<file path="src/fpe_error_response.sv">
// The address map and the plain strobed port were left to the implementer.
package fpe_pkg;
   localparam int unsigned DW = 16;
   localparam int unsigned AW = 4;
   // ************************************************************
   // register offsets (byte addresses, word aligned)
   // ************************************************************
   localparam logic [3:0]  OFS_CTRL = 4'h0;
   localparam logic [3:0]  OFS_FLAG = 4'h4;
   localparam logic [3:0]  OFS_RSV  = 4'h8;
   localparam logic [3:0]  OFS_NMIV = 4'hc;
   // ************************************************************
   // fields
   // ************************************************************
   localparam int unsigned CTRL_SUPPLY_BIT = 0;
   localparam int unsigned CTRL_URST_BIT   = 1;
   localparam int unsigned CTRL_UIE_BIT    = 2;
   localparam int unsigned CTRL_CIE_BIT    = 3;
   localparam int unsigned CTRL_W          = 4;
   localparam int unsigned FLAG_CORR_BIT   = 0;
   localparam int unsigned FLAG_UNCORR_BIT = 1;
   localparam logic [3:0]  CTRL_RESET      = 4'h1;
   // ************************************************************
   // vector codes
   // ************************************************************
   localparam logic [15:0] RSV_NONE    = 16'h0000;
   localparam logic [15:0] RSV_UNCORR  = 16'h0010;
   localparam logic [15:0] NMIV_NONE   = 16'h0000;
   localparam logic [15:0] NMIV_UNCORR = 16'h0002;
   localparam logic [15:0] NMIV_CORR   = 16'h0004;
   // ************************************************************
   // timing
   // ************************************************************
   localparam int unsigned PUC_LEN     = 4;
   localparam int unsigned SYS_CLK_HZ  = 25_000_000;
   // above this rate the uncorrectable-error reset may fire falsely
   localparam int unsigned MAX_SAFE_HZ = 12_000_000;
endpackage : fpe_pkg

`timescale 1ns/1ps
module fpe_error_response #(
   parameter int unsigned PUC_CYCLES = fpe_pkg::PUC_LEN
) (
   input  wire logic                   sys_clk,
   input  wire logic                   rst_n,
   input  wire logic [fpe_pkg::AW-1:0] reg_addr,
   input  wire logic [fpe_pkg::DW-1:0] reg_wdata,
   input  wire logic                   reg_wr,
   input  wire logic                   reg_rd,
   output logic      [fpe_pkg::DW-1:0] reg_rdata,
   input  wire logic                   corr_err_det,
   input  wire logic                   uncorr_err_det,
   output logic                        power_up_clear,
   output logic                        nmi_req,
   output logic                        mem_supply_on
);
   // ************************************************************
   // control register
   // ************************************************************
   logic [fpe_pkg::CTRL_W-1:0] mem_ctrl_reg_first;
   logic                       uncorr_err_reset_en;
   logic                       uncorr_err_irq_en;
   logic                       corr_err_irq_en;
   logic                       uncorr_err_flag;
   logic                       corr_err_flag;
   logic [fpe_pkg::DW-1:0]     reset_source_vector;
   logic [fpe_pkg::DW-1:0]     system_nmi_vector;
   logic                       uncorr_ev;
   logic                       corr_ev;
   logic                       puc_trig;
   logic                       uncorr_irq;
   logic                       corr_irq;
   logic                       wr_ctrl;
   logic                       wr_flag;
   logic                       rd_rsv;
   logic                       rd_nmiv;

   assign uncorr_err_reset_en = mem_ctrl_reg_first[fpe_pkg::CTRL_URST_BIT];
   assign uncorr_err_irq_en   = mem_ctrl_reg_first[fpe_pkg::CTRL_UIE_BIT];
   assign corr_err_irq_en     = mem_ctrl_reg_first[fpe_pkg::CTRL_CIE_BIT];
   assign wr_ctrl = reg_wr && (reg_addr == fpe_pkg::OFS_CTRL);
   assign wr_flag = reg_wr && (reg_addr == fpe_pkg::OFS_FLAG);
   assign rd_rsv  = reg_rd && (reg_addr == fpe_pkg::OFS_RSV);
   assign rd_nmiv = reg_rd && (reg_addr == fpe_pkg::OFS_NMIV);

   // detector is dead with the supply off, and a clear in progress masks it
   assign uncorr_ev  = uncorr_err_det && mem_supply_on && !power_up_clear;
   assign corr_ev    = corr_err_det && mem_supply_on && !power_up_clear;
   assign puc_trig   = uncorr_ev && uncorr_err_reset_en;
   assign uncorr_irq = uncorr_ev && uncorr_err_irq_en;
   assign corr_irq   = corr_ev && corr_err_irq_en;

   // clear reloads control and loads the reset source vector; flags and the nmi vector are left alone
   always_ff @(posedge sys_clk) begin
      if (!rst_n) begin
         mem_ctrl_reg_first <= fpe_pkg::CTRL_RESET;
      end else if (puc_trig) begin
         mem_ctrl_reg_first <= fpe_pkg::CTRL_RESET;
      end else if (wr_ctrl) begin
         mem_ctrl_reg_first <= reg_wdata[fpe_pkg::CTRL_W-1:0];
      end
   end

   always_ff @(posedge sys_clk) begin
      if (!rst_n) begin
         mem_supply_on <= fpe_pkg::CTRL_RESET[fpe_pkg::CTRL_SUPPLY_BIT];
      end else if (puc_trig) begin
         mem_supply_on <= fpe_pkg::CTRL_RESET[fpe_pkg::CTRL_SUPPLY_BIT];
      end else if (wr_ctrl) begin
         mem_supply_on <= reg_wdata[fpe_pkg::CTRL_SUPPLY_BIT];
      end
   end

   // ************************************************************
   // power-up clear request
   // ************************************************************
   fpe_pulse_stretch #(
      .LEN (PUC_CYCLES)
   ) u_puc (
      .sys_clk (sys_clk),
      .rst_n   (rst_n),
      .trig    (puc_trig),
      .busy    (power_up_clear)
   );

   // ************************************************************
   // error flags, write one to clear
   // ************************************************************
   fpe_sticky_flag u_uflag (
      .sys_clk (sys_clk),
      .rst_n   (rst_n),
      .set_ev  (uncorr_ev),
      .clr_req (wr_flag && reg_wdata[fpe_pkg::FLAG_UNCORR_BIT]),
      .flag    (uncorr_err_flag)
   );

   fpe_sticky_flag u_cflag (
      .sys_clk (sys_clk),
      .rst_n   (rst_n),
      .set_ev  (corr_ev),
      .clr_req (wr_flag && reg_wdata[fpe_pkg::FLAG_CORR_BIT]),
      .flag    (corr_err_flag)
   );

   // ************************************************************
   // vectors, cleared by reading, a new cause wins over the read, except a correctable one while the nmi vector holds uncorrectable
   // ************************************************************
   always_ff @(posedge sys_clk) begin
      if (!rst_n) begin
         reset_source_vector <= fpe_pkg::RSV_NONE;
      end else if (puc_trig) begin
         reset_source_vector <= fpe_pkg::RSV_UNCORR;
      end else if (rd_rsv) begin
         reset_source_vector <= fpe_pkg::RSV_NONE;
      end
   end

   // uncorrectable has priority; a correctable never hides it
   always_ff @(posedge sys_clk) begin
      if (!rst_n) begin
         system_nmi_vector <= fpe_pkg::NMIV_NONE;
      end else if (uncorr_irq) begin
         system_nmi_vector <= fpe_pkg::NMIV_UNCORR;
      end else if (corr_irq && system_nmi_vector != fpe_pkg::NMIV_UNCORR) begin
         system_nmi_vector <= fpe_pkg::NMIV_CORR;
      end else if (rd_nmiv) begin
         system_nmi_vector <= fpe_pkg::NMIV_NONE;
      end
   end

   always_ff @(posedge sys_clk) begin
      if (!rst_n) begin
         nmi_req <= 1'b0;
      end else begin
         nmi_req <= uncorr_irq || corr_irq;
      end
   end

   // ************************************************************
   // read port
   // ************************************************************
   always_ff @(posedge sys_clk) begin
      if (!rst_n) begin
         reg_rdata <= '0;
      end else if (reg_rd) begin
         case (reg_addr)
            fpe_pkg::OFS_CTRL: begin
               reg_rdata <= {{(fpe_pkg::DW-fpe_pkg::CTRL_W){1'b0}},
                             mem_ctrl_reg_first[fpe_pkg::CTRL_W-1:1], mem_supply_on};
            end
            fpe_pkg::OFS_FLAG: begin
               reg_rdata <= {{(fpe_pkg::DW-2){1'b0}}, uncorr_err_flag, corr_err_flag};
            end
            fpe_pkg::OFS_RSV: begin
               reg_rdata <= reset_source_vector;
            end
            fpe_pkg::OFS_NMIV: begin
               reg_rdata <= system_nmi_vector;
            end
            default: begin
               reg_rdata <= '0;
            end
         endcase
      end else begin
         reg_rdata <= '0;
      end
   end
endmodule : fpe_error_response

</file>
<file path="src/fpe_pulse_stretch.sv">
`timescale 1ns/1ps
// ************************************************************
// fixed-length pulse from a one-cycle trigger
// ************************************************************
module fpe_pulse_stretch #(
   parameter int unsigned LEN = 4
) (
   input  wire logic sys_clk,
   input  wire logic rst_n,
   input  wire logic trig,
   output logic      busy
);
   localparam int unsigned CW = (LEN > 1) ? $clog2(LEN) : 1;
   logic [CW-1:0] cnt;

   // retrigger while busy is ignored, the pulse length stays fixed
   always_ff @(posedge sys_clk) begin
      if (!rst_n) begin
         busy <= 1'b0;
         cnt  <= '0;
      end else if (!busy && trig) begin
         busy <= 1'b1;
         cnt  <= CW'(LEN - 1);
      end else if (busy) begin
         if (cnt == '0) begin
            busy <= 1'b0;
         end else begin
            cnt <= cnt - CW'(1);
         end
      end
   end
endmodule : fpe_pulse_stretch

</file>
<file path="src/fpe_sticky_flag.sv">
`timescale 1ns/1ps
// ************************************************************
// sticky flag, set wins over clear
// ************************************************************
module fpe_sticky_flag (
   input  wire logic sys_clk,
   input  wire logic rst_n,
   input  wire logic set_ev,
   input  wire logic clr_req,
   output logic      flag
);
   // a new event in the clearing cycle must not be lost
   always_ff @(posedge sys_clk) begin
      if (!rst_n) begin
         flag <= 1'b0;
      end else if (set_ev) begin
         flag <= 1'b1;
      end else if (clr_req) begin
         flag <= 1'b0;
      end
   end
endmodule : fpe_sticky_flag
</file>
<file path="config.mk">
export PLATFORM = sky130hd
export DESIGN_NAME = fpe_error_response
export DESIGN_NICKNAME = d
export VERILOG_FILES = /design/src/fpe_error_response.sv /design/src/fpe_pulse_stretch.sv /design/src/fpe_sticky_flag.sv
export SDC_FILE = /design/constraint.sdc
export NUM_CORES = 1
export LEC_CHECK = 0
export BUFFER_PORTS_ARGS = -buffer_cell sky130_fd_sc_hd__buf_2
export CORE_MARGIN = 2
export CORE_UTILIZATION = 30
export DETAILED_ROUTE_END_ITERATION = 10
export GPL_TIMING_DRIVEN = 0
export PLACE_DENSITY = 0.62
export SLEW_MARGIN = 25
export SYNTH_ARGS = -nofsm -noshare
export SYNTH_HDL_FRONTEND = slang
export SYNTH_SLANG_ARGS = --single-unit
</file>
<file path="constraint.sdc">
create_clock -name sys_clk -period 1.8 [get_ports sys_clk]
set_clock_uncertainty 0.1 [all_clocks]
set_input_delay 0.27 -clock sys_clk [delete_from_list [all_inputs] [get_ports sys_clk]]
set_output_delay 0.27 -clock sys_clk [all_outputs]
set_load 0.03 [all_outputs]
</file>
==> results of run 1 <==
placed cells by master (no fill, tap or decap), drive strengths merged, types with 3 or more instances in the layout:
master and count:
a21oi 8, clkbuf 5, inv 6, dfxtp 18, nor2 6, buf 31
nand2 3, nand3 8, o21ai 6, conb 11
worst max-delay path: stages (launching register included):
cell and delay, ns:
dfxtp_1 0.36, inv_1 0.05, ha_1 0.18, nor2b_1 0.23, mux2_2 0.37, a21oi_1 0.13
routing by layer:
metal / up-vias / routed length (um) / global-route usage [%]
li1: 385 / - / -
met1: 350 / 800 / 14.3
met2: 24 / 867 / 19.6
met3: 0 / 105 / 2.23
met4: 0 / 0 / 4.98
met5: - / 0 / 0
state kept, by name, summed over array words and instances (netlist names):
| signal | flops |
|---|---|
| reg_rdata | 5 |
| system_nmi_vector | 2 |
| u_cflag.flag | 1 |
| u_puc.cnt | 2 |
| nmi_req | 1 |
| u_uflag.flag | 1 |
| u_puc.busy | 1 |
| reset_source_vector | 1 |
| mem_ctrl_reg_first | 4 |
power groups by stage:
stage	combinational [W]	clock, W	sequential, W
after global routing	0.000125	0.000277	0.000410
final	0.000115	0.000244	0.000408
after CTS	0.000114	0.000257	0.000408
after floorplan	0.0000864	0	0.000419
after global placement	0.000113	0	0.000417
after detailed placement	0.000113	0	0.000418
area by class of cell:
class | instances | area [sq um]
Timing Repair Buffer | 18 | 90.1
Fill cell | 291 | 1690
Tap cell | 31 | 38.8
Clock buffer | 4 | 36.3
Buffer | 14 | 103
Inverter | 6 | 22.5
Multi-Input combinational cell | 70 | 422
Sequential cell | 18 | 360
synth_stat cells:
| cell type | number | area, sq um |
|---|---|---|
| nor3b_2 | 1 | 12.5 |
| and3b_1 | 2 | 17.5 |
| mux2_2 | 1 | 11.3 |
| conb_1 | 1 | 3.75 |
| nor3b_1 | 1 | 7.51 |
| nand4b_1 | 1 | 8.76 |
| nor2_1 | 6 | 22.5 |
| ha_1 | 1 | 12.5 |
| nand4_1 | 2 | 12.5 |
| and4_1 | 1 | 8.76 |
| o21a_1 | 1 | 7.51 |
| a21bo_2 | 1 | 10.0 |
| a41o_1 | 2 | 20.0 |
| xnor2_1 | 1 | 8.76 |
| dfxtp_1 | 18 | 360 |
| mux2i_1 | 2 | 20.0 |
| a22oi_1 | 1 | 7.51 |
| nand2b_1 | 1 | 6.26 |
| a221oi_1 | 1 | 8.76 |
| or3b_4 | 1 | 11.3 |
| nand2_1 | 3 | 11.3 |
| and3_1 | 1 | 6.26 |
| o21ai_0 | 6 | 30.0 |
| nand3_1 | 8 | 40.0 |
| inv_1 | 6 | 22.5 |
| nor4b_1 | 1 | 8.76 |
| a21oi_1 | 8 | 40.0 |
| a31oi_1 | 2 | 12.5 |
| buf_2 | 1 | 5.00 |
| nor3_1 | 1 | 5.00 |
| clkbuf_1 | 1 | 3.75 |
| buf_4 | 11 | 82.6 |
| nor2b_1 | 1 | 6.26 |
| or2_2 | 1 | 6.26 |
| buf_6 | 1 | 11.3 |
cells by family (layout without fill, tap and decap cells):
kind of cell | count (synthesis) | after routing | share of synthesized area (%)
AND/OR/NAND/NOR | 32 | 32 | 22.0
other | 1 | 11 | 0.431
XOR/XNOR | 1 | 1 | 1.01
buffers and inverters | 20 | 42 | 14.4
AO/OA/AOI/OAI | 22 | 22 | 15.7
adder cells (fa/ha/maj) | 1 | 1 | 1.44
flip-flops | 18 | 18 | 41.4
multiplexers | 3 | 3 | 3.60
per-stage QoR:
step	instance area [sq um]	hold WS, ns
3_5_place_dp	1040	0.376
2_1_floorplan	907	0.271
5_1_grt	1070	0.0612
3_3_place_gp	1040	0.363
6_report	1070	0.0755
4_1_cts	1070	0.0677
final timing paths:
path	cells past startpoint	from	end	slack (ns)
min	2	reg_wdata[1]	u_uflag.flag	0.08
max	5	u_puc.cnt[0]	u_puc.cnt[1]	0.33
min reg2reg	1	reset_source_vector[4]	reg_rdata[4]	0.39
max reg2reg	5	u_puc.cnt[0]	u_puc.cnt[1]	0.33
==> summary.md, run 1 <==
| Metric | Value |
|---|---|
| Largest net degree at the start of global routing | 11 |
| Comb pwr share | ~15% |
| P_leak | around 0.48 nW |
| Antenna-violating nets left | 0 |
| CTS Buffer Depth | 2 |
| Tcrit/Tclk final | 81.9% |
| Worst-skew pair later-pin latency | ~0.29 ns |
| Routed len/inst | 11.0 um |
| Final HPWL DP | 1380 um |
| Max Slew Vio Count | 0 |
| Synth warn | 0 |
| Synth unique cells | 35 |
| Starting DRT DRC Count | 22 |
| Switching power | 0.000197 W |
| Die width | about 58 um |
| Worst slew pin tran | about 0.55 ns |
| Post-CTS setup buffer count | 0 |
| Clock power share | a little under a third |
| Top Ports | 45 |
| Vias per cell | 4.71 |
| Inserted Diodes | 0 |
| Unrepaired setup endpoints after global routing | false |
| Sw frac | 25.7% |
| Total gr overflow | 0 |
| RePlAce Congestion | 0.789 |
| Synth Area per Inst | 8.87 sq um |
| Post-layout utilization of the core | between 30% and 40% |
| Setup CP Type | flop to flop |
| Vias in the first global route | between 700 and 800 |
| Cells after DPL | roughly 160 |
| Pwr/cell area | 716 nW/um^2 |
| Max Freq | between 600 and 700 MHz |
| Clock Tree Root | clkbuf_4 |
| DP Worst Slack | 0.337 ns |
| CTS buffer count | 3 |
| Reg clk slew, reported paths | ~0.1 ns |
| CTS Hold Bufs | 0 |
| Cell Count, Final, Fillers Out | around 160 |
| Final critical-path setup slack | roughly 0.33 ns |
| Setup Viol. Count Final | 0 |
| DRC viols | 0 |
| Area of the die | 3350 sq um |
| Clock sinks | 18 |
| Area delta synth->final | 23.3% |
| Via Count | ~760 |
| All-layer global routing usage | 11.6% |
| Seq/Total Area, Yosys | around two fifths |
| Worst Setup End Kind | flop |
| Final #Nets | about 160 |
| Setup TNS | 0 ns |
| Core area | about 2800 sq um |
| Post-Syn Area | between 800 and 900 sq um |
| P_int | roughly 0.00057 W |
| Fraction of layout cells with a size suffix above 1 | approximately 30% |
| Max-cap violations | 0 |
| Min cycle time layout | 1.47 ns |
| Critical path fanouts, max | 3 |
| Reg power frac | between 50% and 60% |
| Total Power | between 0.0007 and 0.0008 W |
| Worst vdd ir | roughly 0.00032 V |
| Arr. time, crit path | roughly 1.6 ns |
| H-tree Lvls | 1 |
| TritonRoute pass-1 iters | 6 |
| Critical path required time | around 1.9 ns |
| First-pass GRT wire length | approximately 3000 um |
| Hold WC Path Type | input pin to flop |
| Outcome | complete, no violations |
| Max_slew headroom | between 60% and 70% |
| CTS tree | yes |
| Worst setup SP type | flop |
| Hold Vio Cnt, Final | 0 |
| Synth Instances | 98 |
| Port Buffer Count | 18 |
| FF+latch count, synth | 18 |
| Number of core rows | 19 |
| Die H | between 50 and 60 um |
| Initial core utilization | a little under a third |
| CTS-repair resized insts | 0 |
| Routed wire length | 1770 um |
| Initial antenna violation count | 0 |
Power figures use the tool's default switching activity.
==> run 2: changes to the inputs <==
clock period = 1.52 ns   (was 1.8 ns; I/O delays follow)
==> run 2 against run 1 <==
Final cell count rose by 0.62%. Routed wire length is 1.0% higher. Combinational power increased by 18%. Critical endpoint unchanged. Worst hold slack got worse by 0.042 ns.
==> summary.md, run 2 (synthesis gave the netlist of run 1 again) <==
| Metric | Value |
|---|---|
| Max reg flops | 5 (unchanged) |
| Design area | 1080 sq um (+0.93%) |
| Fill cells | 291 (unchanged) |
| Initial antenna violation count | 0 (unchanged) |
| Max_slew headroom | 63.6% (+0.16 points) |
| Final #Nets | 159 (+0.63%) |
| Multi-input logic area | 424 sq um (+0.59%) |
| Max-cap violations | 0 (unchanged) |
| Hold Vio Cnt, Final | 0 (unchanged) |
| Worst Setup End Kind | flop |
| Routed len/inst | 11.1 um (+0.39%) |
| Outcome | complete, no violations |
| Total gr overflow | 0 (unchanged) |
| Routed wire length | 1790 um (+1.0%) |
| Via Count | 781 (+2.9%) |
| All-layer global routing usage | 11.6% (unchanged) |
| FF+latch area | 360 sq um (unchanged) |
| Biggest register | reg_rdata |
| Worst setup SP type | flop |
| RePlAce Congestion | 0.789 (unchanged) |
| Fraction of layout cells with a size suffix above 1 | 32.1% (+1.3 points) |
| Antenna-violating nets left | 0 (unchanged) |
| Vias in the first global route | 703 (unchanged) |
| Min cycle time layout | 1.36 ns (-0.114 ns) |
| Critical path required time | 1.65 ns (-0.28 ns) |
| P_leak | 0.484 nW (+1.1%) |
| Hold WC Path Type | input pin to flop |
| TritonRoute pass-1 iters | 5 (-1) |
| Number of core rows | 19 (unchanged) |
| Tcrit/Tclk final | 89.5% (+7.6 points) |
| Biggest regs | reg_rdata x5, mem_ctrl_reg_first x4 |
| Vias per cell | 4.82 (+2.3%) |
| Max Freq | 735 MHz (+8.4%) |
| Cell Chain, Critical Path | inv_1 -> ha_1 -> nor2b_2 -> mux2_2 -> a21oi_1 |
| Crit-path leading delay family | flip-flops |
| Max stage delay on crit path | 0.36 ns (about the same) |
| Critical path fanouts, max | 2 (-1) |
| Area delta synth->final | 24.5% |
| Final HPWL DP | 1380 um (unchanged) |
| Total Power | 0.000910 W (+19%) |
| Crit path buf inv count | 1 (unchanged) |
| Clock Tree Root | clkbuf_4 |
| Final critical-path setup slack | 0.160 ns (-0.166 ns) |
| First-pass GRT wire length | 2990 um (unchanged) |
| Worst slew pin tran | 0.545 ns (-0.00240 ns) |
| Fin Hold WS | 0.0332 ns (-0.0423 ns) |
| Clock sinks | 18 (unchanged) |
| Largest net degree at the start of global routing | 11 (unchanged) |
| Worst vdd ir | 0.000382 V (+19%) |
| Worst-skew pair later-pin latency | 0.29 ns (about the same) |
| Pwr/cell area | 841 nW/um^2 (+18%) |
| Port Buffer Count | 18 (unchanged) |
| Setup Viol. Count Final | 0 (unchanged) |
| Starting DRT DRC Count | 24 (+9.1%) |
| Placed cell area | 1040 sq um (unchanged) |
| Die H | 57.8 um (unchanged) |
| Inserted Diodes | 0 (unchanged) |
| DRC viols | 0 (unchanged) |
| Core area | 2760 sq um (unchanged) |
| Die width | 57.8 um (unchanged) |
| CTS Buffer Depth | 2 (unchanged) |
| Arr. time, crit path | 1.49 ns (-0.11 ns) |
| Initial core utilization | 31.5% (unchanged) |
| DP Worst Slack | 0.0573 ns (-0.280 ns) |
| Reg clk slew, reported paths | 0.10 ns (about the same) |
| CTS tree | yes |
| Max Slew Vio Count | 0 (unchanged) |
| Top Ports | 45 (unchanged) |
| Setup CP Type | flop to flop |
| Most frequent cells in the layout | buf_2 (19), dfxtp_1 (18), buf_4 (12) |
| CTS buffer count | 3 (unchanged) |
| Area of the die | 3350 sq um (unchanged) |
| Worst-path cell with the longest stage delay | dfxtp_1 |
| H-tree Lvls | 1 (unchanged) |
| Unrepaired setup endpoints after global routing | false |
| Commonest non-fill, non-tap cell in the layout | buf_2 |
| Setup TNS | 0 ns (unchanged) |
==> run 2: final cells by class <==
cell class	count	area share, %
inverters	6	2.08
multi-input cells	70	39.2
well taps	31	3.58
flip-flops and latches	18	33.3
clock buffers	4	3.35
plain buffers	14	9.48
repair buffers	19	9.02
==> run 2: path summary, 6_finish.rpt <==
kind / from / to / slack [ns] / cells past startpoint
max: u_puc.cnt[0] / u_puc.cnt[1] / 0.16 / 5
min: reg_wdata[1] / u_uflag.flag / 0.03 / 2
max reg2reg: u_puc.cnt[0] / u_puc.cnt[1] / 0.16 / 5
min reg2reg: reset_source_vector[4] / reg_rdata[4] / 0.39 / 1
==> run 2: per-layer routing <==
metal  track usage [%]  up-vias  share of wire, %
li1                  -      390                 -
met1              14.3      360                44
met2              19.6       29                48
met3              2.23        2               7.2
met4              4.98        0               1.3
met5                 0        -                 0
==> run 2: report_power, final <==
part | internal, W | switching (W) | leakage, nW
clock network | 0.000146 | 0.000145 | 0.0210
registers | 0.000479 | 0.00000458 | 0.146
logic | 0.0000507 | 0.0000856 | 0.317
total | 0.000676 | 0.000235 | 0.484
==> run 2: timing repair <==
action	in CTS	in global routing
gates resized for setup	0	1
hold buffers	0	0
endpoints found under the setup margin	0	1
setup buffers	0	1
endpoints found under the hold margin	0	0
==> run 2: through the flow <==
step	utilization [%]	instances
4_1_cts	38.9	161
6_report	39.2	162
2_1_floorplan	-	108
3_5_place_dp	37.6	157
3_3_place_gp	37.6	157
5_1_grt	39.2	162
